[config.mk]
export PLATFORM = sky130hd
export DESIGN_NAME = ssr_shift_store
export DESIGN_NICKNAME = d
export VERILOG_FILES = /design/src/ssr_pkg.sv /design/src/ssr_fifo_if.sv /design/src/ssr_fifo.sv /design/src/ssr_shift_store.sv
export SDC_FILE = /design/constraint.sdc
export NUM_CORES = 1
export LEC_CHECK = 0
export BUFFER_PORTS_ARGS = -buffer_cell sky130_fd_sc_hd__clkbuf_2
export CAP_MARGIN = 20
export CELL_PAD_IN_SITES_DETAIL_PLACEMENT = 1
export CELL_PAD_IN_SITES_GLOBAL_PLACEMENT = 2
export CORE_MARGIN = 2
export CORE_UTILIZATION = 45
export CTS_BUF_LIST = sky130_fd_sc_hd__clkbuf_4 sky130_fd_sc_hd__clkbuf_8
export DETAILED_ROUTE_END_ITERATION = 6
export HOLD_SLACK_MARGIN = 0.1
export MAX_ROUTING_LAYER = met4
export PLACE_DENSITY = 0.86
export SLEW_MARGIN = 10
export SYNTH_ARGS = -nofsm -noshare
export SYNTH_HDL_FRONTEND = slang
export SYNTH_SLANG_ARGS = --single-unit
[constraint.sdc]
create_clock -name clk -period 2.5 [get_ports clk]
set_clock_uncertainty 0.15 [all_clocks]
set_input_delay 0.25 -clock clk [delete_from_list [all_inputs] [get_ports clk]]
set_output_delay 0.25 -clock clk [all_outputs]
set_load 0.01 [all_outputs]
[src/ssr_pkg.sv]
// shared constants and types of the shift-and-store register
package ssr_pkg;

  // shift chain geometry
  localparam int STAGES         = 8;
  localparam int PRE_RISE_INDEX = 6;
  localparam int PRE_FALL_INDEX = 7;

  // event buffer geometry
  localparam int FIFO_DEPTH = 32;

  // pin input conditioning: three flip-flops per pin
  localparam int SYNC_DEPTH = 3;

  // pin positions in the conditioned input vector
  localparam int PIN_COUNT = 4;
  localparam int PIN_CLOCK = 0;
  localparam int PIN_DATA  = 1;
  localparam int PIN_GATE  = 2;
  localparam int PIN_OE    = 3;

  // event word layout pushed into the buffer
  localparam int EV_WIDTH = 4;
  localparam int EV_GATE  = 0;
  localparam int EV_DATA  = 1;
  localparam int EV_FALL  = 2;
  localparam int EV_RISE  = 3;

  // reset values
  localparam logic [STAGES-1:0]    STAGE_RESET = 8'h00;
  localparam logic [PIN_COUNT-1:0] PIN_RESET   = 4'h0;
  localparam logic                 BIT_RESET   = 1'h0;

  typedef logic [STAGES-1:0]   ssr_word_type;
  typedef logic [EV_WIDTH-1:0] ssr_event_type;

endpackage : ssr_pkg

[src/ssr_fifo_if.sv]
// handshake bundle between the pin front end, the event buffer and the shift engine
`timescale 1ns/10ps
interface ssr_fifo_if #(
  parameter int WIDTH = 4
);
  logic             push_valid;
  logic             push_ready;
  logic [WIDTH-1:0] push_data;
  logic             pop_valid;
  logic             pop_ready;
  logic [WIDTH-1:0] pop_data;

  // filling side, draining side and the buffer itself
  modport source (output push_valid, output push_data, input push_ready);
  modport sink   (input pop_valid, input pop_data, output pop_ready);
  modport buffer (input push_valid, input push_data, output push_ready,
                  output pop_valid, output pop_data, input pop_ready);
endinterface : ssr_fifo_if

[src/ssr_fifo.sv]
// parameterised first-in first-out buffer with valid and ready on both sides
`timescale 1ns/10ps
module ssr_fifo #(
  parameter int WIDTH = 4,
  parameter int DEPTH = 32
) (
  // clock and reset
  input  wire logic clk,
  input  wire logic arst_n,
  // both handshake sides
  ssr_fifo_if.buffer port
);
  localparam int AW = $clog2(DEPTH);

  // pointers only wrap correctly on a power of two
  if (DEPTH < 2 || (1 << AW) != DEPTH) begin : g_check
    $error("ssr_fifo: DEPTH must be a power of two of at least 2");
  end
  if (WIDTH < 1) begin : g_check_w
    $error("ssr_fifo: WIDTH must be at least 1");
  end

  logic [WIDTH-1:0] mem [DEPTH];
  logic [AW:0]      wr_ptr;
  logic [AW:0]      rd_ptr;

  wire        full      = (wr_ptr[AW] != rd_ptr[AW]) && (wr_ptr[AW-1:0] == rd_ptr[AW-1:0]);
  wire        empty     = (wr_ptr == rd_ptr);
  wire        do_push   = port.push_valid && !full;
  wire        do_pop    = port.pop_ready && !empty;
  wire [AW:0] ptr_step  = {{AW{1'b0}}, 1'b1};

  // handshake outputs are plain decodes of the pointers
  assign port.push_ready = !full;
  assign port.pop_valid  = !empty;
  assign port.pop_data   = mem[rd_ptr[AW-1:0]];

  // storage carries no reset; only the pointers define content
  always_ff @(posedge clk) begin
    if (do_push) begin
      mem[wr_ptr[AW-1:0]] <= port.push_data;
    end
  end

  // pointer update
  always_ff @(posedge clk or negedge arst_n) begin
    if (!arst_n) begin
      wr_ptr <= '0;
      rd_ptr <= '0;
    end else begin
      if (do_push) wr_ptr <= wr_ptr + ptr_step;
      if (do_pop)  rd_ptr <= rd_ptr + ptr_step;
    end
  end

endmodule : ssr_fifo

[src/ssr_shift_store.sv]
// eight-stage shift-and-store register with gated storage latches and two serial outputs
//
// Overview of operation
// - an eight-stage shift chain fed from one serial input, each stage with its own storage latch driving one parallel output.
// - on each rising shift clock edge stage zero takes the serial input and each later stage takes its predecessor.
// - while the transfer gate is high the latches follow the stages, and while it is low they hold.
// - while the output enable is high the latch contents are driven on the parallel outputs.
// - while the output enable is low the parallel outputs float, and the serial outputs keep working.
// - on each rising edge the seventh stage moves into the eighth, which is the rising serial output.
// - after a rising edge the rising serial output equals what stage six held just before that edge.
// - the falling serial output repeats the same bit half a clock later and holds it to the next falling edge.
// - on a falling edge only the falling serial output changes, loading what stage seven held before it.
`timescale 1ns/10ps
module ssr_shift_store
  import ssr_pkg::*;
#(
  parameter int WIDTH = STAGES,
  parameter int DEPTH = FIFO_DEPTH
) (
  // clock and reset
  input  wire logic             clk,
  input  wire logic             arst_n,
  // pins from the host, asynchronous to clk
  input  wire logic             shift_clock,
  input  wire logic             serial_in,
  input  wire logic             transfer_gate,
  input  wire logic             output_enable,
  // parallel outputs, tri-state as data plus enable
  output logic      [WIDTH-1:0] parallel_out,
  output logic                  parallel_out_oe,
  // cascade outputs
  output logic                  serial_out_rise,
  output logic                  serial_out_fall,
  // event buffer control
  input  wire logic             apply_hold,
  output logic                  buffer_ready
);

  // the stage indices of the cascade taps are fixed for the eight-stage part
  if (WIDTH != STAGES || DEPTH < 2) begin : g_check
    $error("ssr_shift_store: WIDTH must equal STAGES and DEPTH be at least 2");
  end

  // ---------------------------------------------------------------
  // pin conditioning
  // ---------------------------------------------------------------
  wire  [PIN_COUNT-1:0] pin_raw = {output_enable, transfer_gate, serial_in, shift_clock};
  logic [PIN_COUNT-1:0] pin_filt;
  logic [PIN_COUNT-1:0] pin_prev;

  // three flops per pin; a change counts once the second and third agree
  for (genvar p = 0; p < PIN_COUNT; p++) begin : g_sync
    logic [SYNC_DEPTH-1:0] sreg;
    always_ff @(posedge clk or negedge arst_n) begin
      if (!arst_n) begin
        sreg        <= '0;
        pin_filt[p] <= BIT_RESET;
      end else begin
        sreg <= {sreg[SYNC_DEPTH-2:0], pin_raw[p]};
        if (sreg[1] == sreg[2]) pin_filt[p] <= sreg[2];
      end
    end
  end

  // previous filtered level for edge detection
  always_ff @(posedge clk or negedge arst_n) begin
    if (!arst_n) begin
      pin_prev <= PIN_RESET;
    end else begin
      pin_prev <= pin_filt;
    end
  end

  // ---------------------------------------------------------------
  // event capture: clock edges and gate changes keep their order
  // ---------------------------------------------------------------
  wire clk_rise    = pin_filt[PIN_CLOCK] && !pin_prev[PIN_CLOCK];
  wire clk_fall    = !pin_filt[PIN_CLOCK] && pin_prev[PIN_CLOCK];
  wire gate_change = pin_filt[PIN_GATE] != pin_prev[PIN_GATE];

  ssr_fifo_if #(.WIDTH(EV_WIDTH)) ev_if ();

  // gate changes ride in the buffer too, so a pulse lands between the right shifts
  assign ev_if.push_valid              = clk_rise || clk_fall || gate_change;
  assign ev_if.push_data[EV_RISE]      = clk_rise;
  assign ev_if.push_data[EV_FALL]      = clk_fall;
  assign ev_if.push_data[EV_DATA]      = pin_filt[PIN_DATA];
  assign ev_if.push_data[EV_GATE]      = pin_filt[PIN_GATE];
  assign buffer_ready                  = ev_if.push_ready;

  ssr_fifo #(
    .WIDTH (EV_WIDTH),
    .DEPTH (DEPTH)
  ) u_fifo (
    .clk    (clk),
    .arst_n (arst_n),
    .port   (ev_if.buffer)
  );

  // ---------------------------------------------------------------
  // shift engine
  // ---------------------------------------------------------------
  ssr_word_type stage;
  ssr_word_type latch;
  logic         gate_level;

  // the engine stalls while hold is high, which is what lets the buffer fill
  assign ev_if.pop_ready = !apply_hold;

  wire           ev_take  = ev_if.pop_valid && !apply_hold;
  ssr_event_type ev;
  assign ev = ev_if.pop_data;

  wire ev_rise = ev_take && ev[EV_RISE];
  wire ev_fall = ev_take && ev[EV_FALL];

  wire pre_rise_stage_bit = stage[PRE_RISE_INDEX];
  wire pre_fall_stage_bit = stage[PRE_FALL_INDEX];

  // stage zero takes the serial bit, the rest move up one place;
  // stage six feeds the top stage, which is the rising cascade output
  wire ssr_word_type shifted    = {pre_rise_stage_bit, stage[WIDTH-3:0], ev[EV_DATA]};
  wire ssr_word_type next_stage = ev_rise ? shifted : stage;
  wire               next_gate  = ev_take ? ev[EV_GATE] : gate_level;

  // latches are transparent while the gate is high, seeing the freshly shifted word
  wire ssr_word_type next_latch = next_gate ? next_stage : latch;

  // chain and latches
  always_ff @(posedge clk or negedge arst_n) begin
    if (!arst_n) begin
      stage      <= STAGE_RESET;
      latch      <= STAGE_RESET;
      gate_level <= BIT_RESET;
    end else begin
      stage      <= next_stage;
      latch      <= next_latch;
      gate_level <= next_gate;
    end
  end

  // the last stage is itself the rising cascade output
  assign serial_out_rise = stage[PRE_FALL_INDEX];

  // falling output copies stage seven on a falling edge only
  always_ff @(posedge clk or negedge arst_n) begin
    if (!arst_n) begin
      serial_out_fall <= BIT_RESET;
    end else if (ev_fall) begin
      serial_out_fall <= pre_fall_stage_bit;
    end
  end

  // parallel drive; enable is not buffered so it acts without waiting on shifts
  assign parallel_out    = latch;
  assign parallel_out_oe = pin_filt[PIN_OE];

endmodule : ssr_shift_store

Word level (Yosys, flattened, before mapping)
Memories as Yosys holds them, arrays and structs flattened.
Index checks and enable logic that the tools add are counted.
{ "word_totals": {"regBits": 49, "latch_bits": 0, "ram_bits": 128, "rom_bits": 0, "inputBits": 7, "out_inout_bits": 12, "wordCells": 44, "memories": 1} }
{ "memory_table": {"columns": ["name", "words", "width", "rd", "rd_ports_with_merged_regs", "write_ports", "line", "source"], "rows": [
  ["u_fifo.mem", 32, 4, 1, 0, 1, "ssr_fifo.sv:23", "logic [WIDTH-1:0] mem [DEPTH];"]
]} }
{ "op_classes": {"add_sub_neg": 2, "n_mul": 0, "div_mod_pow": 0, "order_cmp": 0, "n_eq_ne": 8, "shift": 0, "mux": 4, "n_bitwise": 0, "n_reduce_logical": 14} }
{ "op_table": {"columns": ["op", "n"], "rows": [
  ["6-bit by 1-bit adder with 6-bit output (second input constant)", 2],
  ["8-bit 2-to-1 mux", 1],
  ["1-bit logical AND", 7],
  ["6-bit equality test", 1],
  ["5-bit equality test", 1],
  ["1-bit zero test", 5],
  ["1-bit equality test", 4],
  ["1-bit 2-to-1 mux", 3],
  ["1-bit logical OR", 2],
  ["1-bit inequality test", 2]
]} }

Logic depth before layout (Yosys ltp)
Gate-level depths: netlist (run 1).
{ "logic_depth": {"ltp_word": 7, "mapped_depth": 9, "ltp_nobuf": 6} }

Hierarchy
A second synthesis (run 1) with hierarchy kept.
{ "hier_totals": {"hier_cells": 409, "hier_area_um2": 7181.9} }
{ "by_module_without_submodules": {"columns": ["module", "n_inst", "cells_each", "area_per_inst_um2", "seq_area_each_um2"], "rows": [
  ["ssr_fifo", 1, 340, 5943.2, 4144.0],
  ["ssr_shift_store", 1, 69, 1238.7, 900.9]
]} }

Worst setup path before layout (run 1)
OpenSTA, ideal clock, no wires.
{ "synth_timing": {"path_kind": "reg2reg", "startpoint": "register u_fifo.rd_ptr[0]", "endpoint": "register serial_out_fall", "setup_time_ps": 125, "t_arrival_ps": 2222, "t_required_ps": 2225, "path_slack_ps": 4, "stages_incl_launch_ff": 7, "synth_period_minus_slack_ps": 2496, "cell_sequence": "dfrtp_1 -> buf_6 -> buf_4 -> mux4_2 -> mux4_2 -> o2111ai_1 -> mux2_2"} }
{ "synth_between": {"elab_chain_len": 4, "word_cells_on_any_way": 5, "classes_between": "eq/ne (1); reduce/logical (3); memory (1)"} }
{ "synth_lines": {"columns": ["element", "line", "source"], "rows": [
  ["from (decl)", "ssr_fifo.sv:25", "logic [AW:0] rd_ptr;"],
  ["from (signal assigned)", "ssr_fifo.sv:52", "if (do_pop) rd_ptr <= rd_ptr + ptr_step;"],
  ["branches (longest 3 deep; another with memory 32 x 4 bit)", null, null],
  ["1-bit logical AND (*)", "ssr_shift_store.sv:115", "wire ev_fall = ev_take && ev[EV_FALL];"],
  ["to (signal assigned)", "ssr_shift_store.sv:150", "serial_out_fall <= pre_fall_stage_bit;"],
  ["to (decl)", "ssr_shift_store.sv:33", "output logic serial_out_fall,"]
]} }
Mark *: on every way between the ends.
A chain may end at the register's enable or synchronous reset.

Worst setup path in the final report (run 1)
{ "layout_timing": {"startpoint": "register u_fifo.rd_ptr[0]", "endpoint": "register latch[5] (netlist: parallel_out[5])"} }
{ "layout_between": {"elab_chain_len": 5, "word_cells_on_any_way": 7, "classes_between": "eq/ne (1); mux (2); reduce/logical (3); memory (1)"} }
{ "layout_lines": {"columns": ["element", "line", "source"], "rows": [
  ["branches (longest 3 deep; another with memory 32 x 4 bit)", null, null],
  ["1-bit logical AND (*)", "ssr_shift_store.sv:114", "wire ev_rise = ev_take && ev[EV_RISE];"],
  ["8-bit 2-to-1 mux (*)", "ssr_shift_store.sv:123", "wire ssr_word_type next_stage = ev_rise ? shifted : stage;"],
  ["net next_stage[5]", "ssr_shift_store.sv:123", null],
  ["to (signal assigned)", "ssr_shift_store.sv:137", "latch <= next_latch;"],
  ["to (decl)", "ssr_shift_store.sv:104", "ssr_word_type latch;"]
]} }
Mark *: on every way through the listed nets, which the timed path passes.

==> impl_metrics.tcl, run 1 <==
set metrics [dict create \
    grt_pass1_vias 4172 \
    ctsRootBufferMaster "clkbuf_8" \
    leakagePower_nw 3.355 \
    ys_types 41 \
    num_rows 45 \
    p_per_area_mw_per_mm2 1232 \
    via_per_inst 5.778 \
    nNetsFinal 501 \
    area_delta_synth_final_pct 28.56 \
    synth_edf_count 128 \
    gp_congestion 0.7804 \
    vias 3987 \
    design_area_mm2 0.009016 \
    rsz0062_at_grt "true" \
    portBuffers 18 \
    p_seq_share_pct 35.9 \
    die_h_um 128.8 \
    start_util_pct 46.13 \
    swShare_pct 34.91 \
    grt_pass1_wl_um 25140 \
    die_x_um 128.8 \
    avgSynthCellArea_um2 18.80 \
    dieArea_mm2 0.01660 \
    violations "setup timing" \
    synthCells 373 \
    grt_overflow 0 \
    synth_top_flop_cell "edfxtp_1" \
    core_area_mm2 0.01520 \
    setup_tns_ps -10150 \
    vdd_drop_max_v 0.0004986 \
    relSlewSlack_pct 43.04 \
    startpoint_type "flop" \
    maxCapViolations 0 \
    r2r_end "parallel_out[5]" \
    outcome "finished, violations left" \
    critPathKind "reg -> reg" \
    cts_tree "yes" \
    ff2ff_path_depth 9 \
    totalWireLength_um 18690 \
    antenna_found_initial 2 \
    routedWlPerCell_um 27.08 \
    ant_nets 0 \
    crit_fanout 8 \
    pin_count 19 \
    htree_levels 4 \
    r2r_start "u_fifo.rd_ptr[0]" \
    post-route-drc-count 0 \
    setup_slack_ps -227.3 \
    synth_warnings 0 \
    p_clk_share_pct 18.2 \
    clock.fmax_mhz 366.7 \
    setup_viol 141 \
    hold_violations 0 \
    drt_pass1_iterations 4 \
    p_comb_share_pct 45.9 \
    drt-initial-drc-count 351 \
    clk_pin_slew_ps 90 \
    insertion_delay_ps 470 \
    fill_cells 1330 \
    critical_path_arrival_ps 2930 \
    critPathRequiredTime_ps 2710 \
    clock-sinks 176 \
    rrSetupSlack_ps -230 \
    ys_seq_area_share_pct 71.94 \
    hpwl_um 10300 \
    synthArstFlopShare_pct 27.27 \
    p_int_mw 7.228 \
    hold_start "g_sync[2].sreg[0]" \
    hold_ws_ps 215.8 \
    crit_start "u_fifo.rd_ptr[0]" \
    holdPathStages 0 \
    syn-num-nets 387 \
    synth_seq_cells 176 \
    final_common_cell "edfxtp_1" \
    drive_gt1_share_pct 48.40 \
    placed_area_mm2 0.007787 \
    hold_end "g_sync[2].sreg[1]" \
    finalCriticalPeriod_ps 2727 \
    numCtsBuffers 17 \
    dp_slack_ps -311.5 \
    hold_class "reg -> reg" \
    tightestPinTransition_ps 854.4 \
    final_cell_mix "128 x edfxtp_1, 45 x dfrtp_1, 40 x buf_4, 31 x mux4_2, 30 x buf_6" \
    fin_crit_sh_pct 109.1 \
    slew_violations 0 \
    power.switching_mw 3.878 \
    cts_max_path_buffers 2 \
    grt_start_max_net_pins 35 \
    synth_area_mm2 0.007013 \
    worst_setup_path_end_kind "flop" \
    grt.total_usage_pct 21.82 \
]
## layer usage
metal  share of wire, %  track usage (%)
met3                4.4            5.073
met4                2.8            8.056
met2                 52            35.23
met5                  0                -
met1                 41            27.15
## metrics by stage
step / util (%) / total power, mW / cells
2_1_floorplan: - / 6.300 / 373
3_3_place_gp: 51.23 / 7.510 / 628
5_1_grt: 59.31 / 11.55 / 690
3_5_place_dp: 51.23 / 7.714 / 628
4_1_cts: 55.72 / 10.18 / 679
6_report: 59.31 / 11.11 / 690
## worst max path at each step
| stage | to | slack [ps] | cells past startpoint |
|---|---|---|---|
| 4_1_cts | parallel_out[2] | -190 | 9 |
| 5_1_grt | parallel_out[7] | -310 | 8 |
| 6_report | parallel_out[5] | -230 | 9 |
| 2_1_floorplan | serial_out_fall | 4 | 6 |
| 3_5_place_dp | parallel_out[7] | -310 | 8 |
| 3_3_place_gp | parallel_out[3] | -230 | 8 |
## power groups by stage
stage | logic (mW) | registers [mW] | clock network [mW]
final | 5.09 | 3.99 | 2.02
after global routing | 5.36 | 4.03 | 2.15
after CTS | 4.20 | 3.97 | 2.01
after detailed placement | 3.70 | 4.02 | 0
after global placement | 3.54 | 3.97 | 0
after floorplan | 2.36 | 3.94 | 0
## synthesized netlist by cell type (all sizes together) (2+ instances only)
master / count / area share (%)
edfxtp: 128 / 55
dfrtp: 48 / 17
nor2: 37 / 2.0
mux4: 32 / 10
mux2: 21 / 3.8
mux2i: 15 / 2.1
nand2: 13 / 0.73
buf: 10 / 1.1
xor2: 10 / 1.2
ha: 7 / 1.2
clkbuf: 6 / 0.32
inv: 6 / 0.32
xnor2: 6 / 0.75
maj3: 4 / 0.57
nand3: 4 / 0.29
o21ai: 4 / 0.29
a211oi: 2 / 0.21
nand3b: 2 / 0.21
nand4: 2 / 0.18
nor2b: 2 / 0.18
o2111ai: 2 / 0.50
or3b: 2 / 0.25
## critical path: stages (launching register included)
cell       delay (ps)
dfrtp_2           450
buf_12            160
buf_12            120
mux4_2            510
mux2i_1           160
nand3_1           180
o2111ai_4         130
buf_12            180
mux2_4            310
mux2_4            260
## layout make-up
type	count	area [um^2]	area share, %
clock inverters	12	128.9	1.429
diodes	2	5.005	0.05551
well taps	188	235.2	2.609
inverters	6	22.52	0.2498
multi-input cells	176	2177	24.15
clock buffers	20	275.3	3.053
flip-flops and latches	176	5049	55.99
repair buffers	110	1124	12.46
## registers in the layout, summed over array words and instances, names as in the netlist
register         count
pin_prev             2
g_sync.sreg         12
parallel_out_oe      1
stage                8
u_fifo.wr_ptr        6
pin_filt             1
serial_out_fall      1
ev_if.push_data      2
gate_level           1
u_fifo.mem         128
u_fifo.rd_ptr        6
parallel_out         8
## cell families (layout without fill, tap and decap cells)
group | Yosys count | after routing | synth area share, %
AOI/OAI and AO/OA | 13 | 14 | 1.820
DFF | 176 | 176 | 71.94
xor gates and xnor gates | 16 | 16 | 1.998
and+or+nand+nor | 67 | 67 | 4.318
buffers and inverters | 22 | 148 | 1.784
adders and majority gates | 11 | 11 | 1.820
muxes | 68 | 68 | 16.32
other | 0 | 2 | 0
## timing repair
| action | 4_1_cts | 5_1_grt |
|---|---|---|
| setup endpoints to repair | 138 | 145 |
| endpoints found under the hold margin | 37 | 0 |
| setup buffers | 10 | 9 |
| resized for setup | 16 | 119 |
| hold buffers | 6 | 0 |
| cloned | 3 | 1 |
| pin swaps | 4 | 9 |
No activity file was read; power rests on OpenSTA's default activity.
==> run 2: changes to the inputs <==
- CORE_ASPECT_RATIO: unset -> 2
==> run 2 against run 1 <==
Effect of this change: the flow still finishes with violations (setup timing); design area shrank 4.7%; count of clock-buffer cells in the layout is 3 lower; worst setup slack lost 7.4 ps; wire length down 13%; fmax fell by 0.27%; worst hold slack worse by 79 ps; clock power shrank 8%; final cell count is 0.43% higher; first-iteration DRC count fell by 56%; via count fell by 6.3%; sequential share of layout area grew 2.7 points.
==> impl_metrics.tcl, run 2 (synthesized netlist as in run 1, its figures left out) <==
set metrics [dict create \
    relSlewSlack_pct 28.25 \
    p_per_area_mw_per_mm2 1195 \
    maxCapViolations 0 \
    core_area_mm2 0.01529 \
    cpPeakStageDelay_ps 520 \
    hpwl_um 11310 \
    placed_area_mm2 0.007823 \
    start_util_pct 45.85 \
    htree_levels 4 \
    tightestPinTransition_ps 1076 \
    nNetsFinal 497 \
    leakagePower_nw 3.217 \
    ctsRootBufferMaster "clkbuf_8" \
    setup_viol 13 \
    placed_cells 641 \
    r2r_end "parallel_out[2]" \
    hold_violations 0 \
    critPathRequiredTime_ps 2710 \
    die_x_um 92.28 \
    cts_max_path_buffers 2 \
    largest_reg_flops 128 \
    via_per_inst 5.392 \
    finalCriticalPeriod_ps 2735 \
    insertion_delay_ps 460 \
    hold_ws_ps 136.7 \
    area_delta_synth_final_pct 22.55 \
    ant_nets 0 \
    portBuffers 18 \
    cts_tree "yes" \
    critPathKind "reg -> reg" \
    crit_start "u_fifo.rd_ptr[0]" \
    rsz0062_at_grt "true" \
    startpoint_type "flop" \
    slowest_stage "dfrtp_2" \
    multi_input_area_mm2 0.002007 \
    drive_gt1_share_pct 43.23 \
    grt_pass1_vias 4268 \
    gp_congestion 0.8195 \
    dp_slack_ps -301.0 \
    die_h_um 180.5 \
    violations "setup timing" \
    grt_pass1_wl_um 25170 \
    crit_fanout 8 \
    clk_pin_slew_ps 90 \
    seq_area_mm2 0.005046 \
    vdd_drop_max_v 0.0004067 \
    crit_chain "buf_12 -> buf_12 -> mux2i_2 -> mux4_2 -> nand2_2 -> o2111ai_4 -> buf_12 -> mux2_4 -> mux2_4" \
    design_area_mm2 0.008594 \
    path_common_cell "buf_12" \
    totalWireLength_um 16240 \
    rrSetupSlack_ps -230 \
    worst_setup_path_end_kind "flop" \
    dieArea_mm2 0.01666 \
    diodes 0 \
    drt-initial-drc-count 154 \
    final_common_cell "edfxtp_1" \
    r2r_start "u_fifo.rd_ptr[0]" \
    grt_start_max_net_pins 35 \
    ff2ff_path_depth 9 \
    hold_class "in -> reg" \
    clock-sinks 176 \
    fill_cells 1385 \
    pin_count 19 \
    antenna_found_initial 0 \
    fin_crit_sh_pct 109.4 \
    outcome "finished, violations left" \
    grt.total_usage_pct 21.51 \
    slew_violations 0 \
    num_rows 64 \
    post-route-drc-count 0 \
    setup_slack_ps -234.7 \
    clock.fmax_mhz 365.7 \
    final_cell_mix "128 x edfxtp_1, 59 x buf_4, 47 x dfrtp_1, 30 x mux4_2, 22 x nor2_1" \
    grt_overflow 0 \
    routedWlPerCell_um 23.43 \
    vias 3737 \
    critical_path_arrival_ps 2940 \
    final_cells 693 \
    drt_pass1_iterations 4 \
    numCtsBuffers 17 \
    cp-endpoint "parallel_out[2]" \
    fin_util_pct 56.19 \
]
-- run 2: changes by cell type in the layout (fill, tap and decap cells not counted), sizes merged, moves of 2 or more --
cell      change
clkbuf        -4
clkinv        -2
clkinvlp      +2
diode         -2
inv           +3
-- run 2: worst min path at each step --
stage	start	end	cells past startpoint
2_1_floorplan	arst_n	ev_if.push_data[0]	0
3_5_place_dp	g_sync[0].sreg[0]	g_sync[0].sreg[1]	0
6_report	apply_hold	u_fifo.rd_ptr[2]	5
5_1_grt	apply_hold	u_fifo.rd_ptr[2]	5
4_1_cts	apply_hold	u_fifo.rd_ptr[2]	5
3_3_place_gp	g_sync[2].sreg[0]	g_sync[2].sreg[1]	0
-- run 2: area by class of cell --
| cell class | count | share of cell area (%) |
|---|---|---|
| clock inverters | 14 | 1.485 |
| multi-input cells | 176 | 23.35 |
| well taps | 198 | 2.883 |
| flip-flops and latches | 176 | 58.71 |
| inverters | 6 | 0.2620 |
| clock buffers | 17 | 2.722 |
| repair buffers | 106 | 10.58 |
-- run 2: layer usage --
layer  vias to the layer above  routed length [um]  GRT usage, %
met1                      1970                5780         22.42
met3                        42                 322         3.346
met4                         0                 765         11.52
met2                        74                9366         38.26
met5                         -                   0             -
li1                       1651                   -             -
-- run 2: report_power, final --
group          internal [mW]  switching [mW]
logic                   2.31            2.12
registers               3.67           0.317
clock network          0.798            1.06
total                   6.78            3.50
-- run 2: what timing repair did --
action | in CTS | in global routing
gates resized for setup | 19 | 40
cloned | 2 | 0
endpoints found under the hold margin | 34 | 0
hold buffers | 5 | 0
pin swaps | 6 | 4
setup endpoints to repair | 134 | 147
setup buffers | 8 | 8
-- run 2: worst max-delay path: cells and delay by family (launching register included) --
kind | cells | cell delay (ps)
AOI/OAI and AO/OA | 1 | 130
muxes | 4 | 1210
buffers and inverters | 3 | 500
DFF | 1 | 520
and+or+nand+nor | 1 | 100
-- run 2: through the flow --
| stage | power [mW] | setup TNS, ps |
|---|---|---|
| after global placement | 7.580 | -1685 |
| final | 10.27 | -2300 |
| after floorplan | 6.300 | 0 |
| after CTS | 10.06 | -1844 |
| after global routing | 10.76 | -8913 |
| after detailed placement | 7.772 | -3268 |
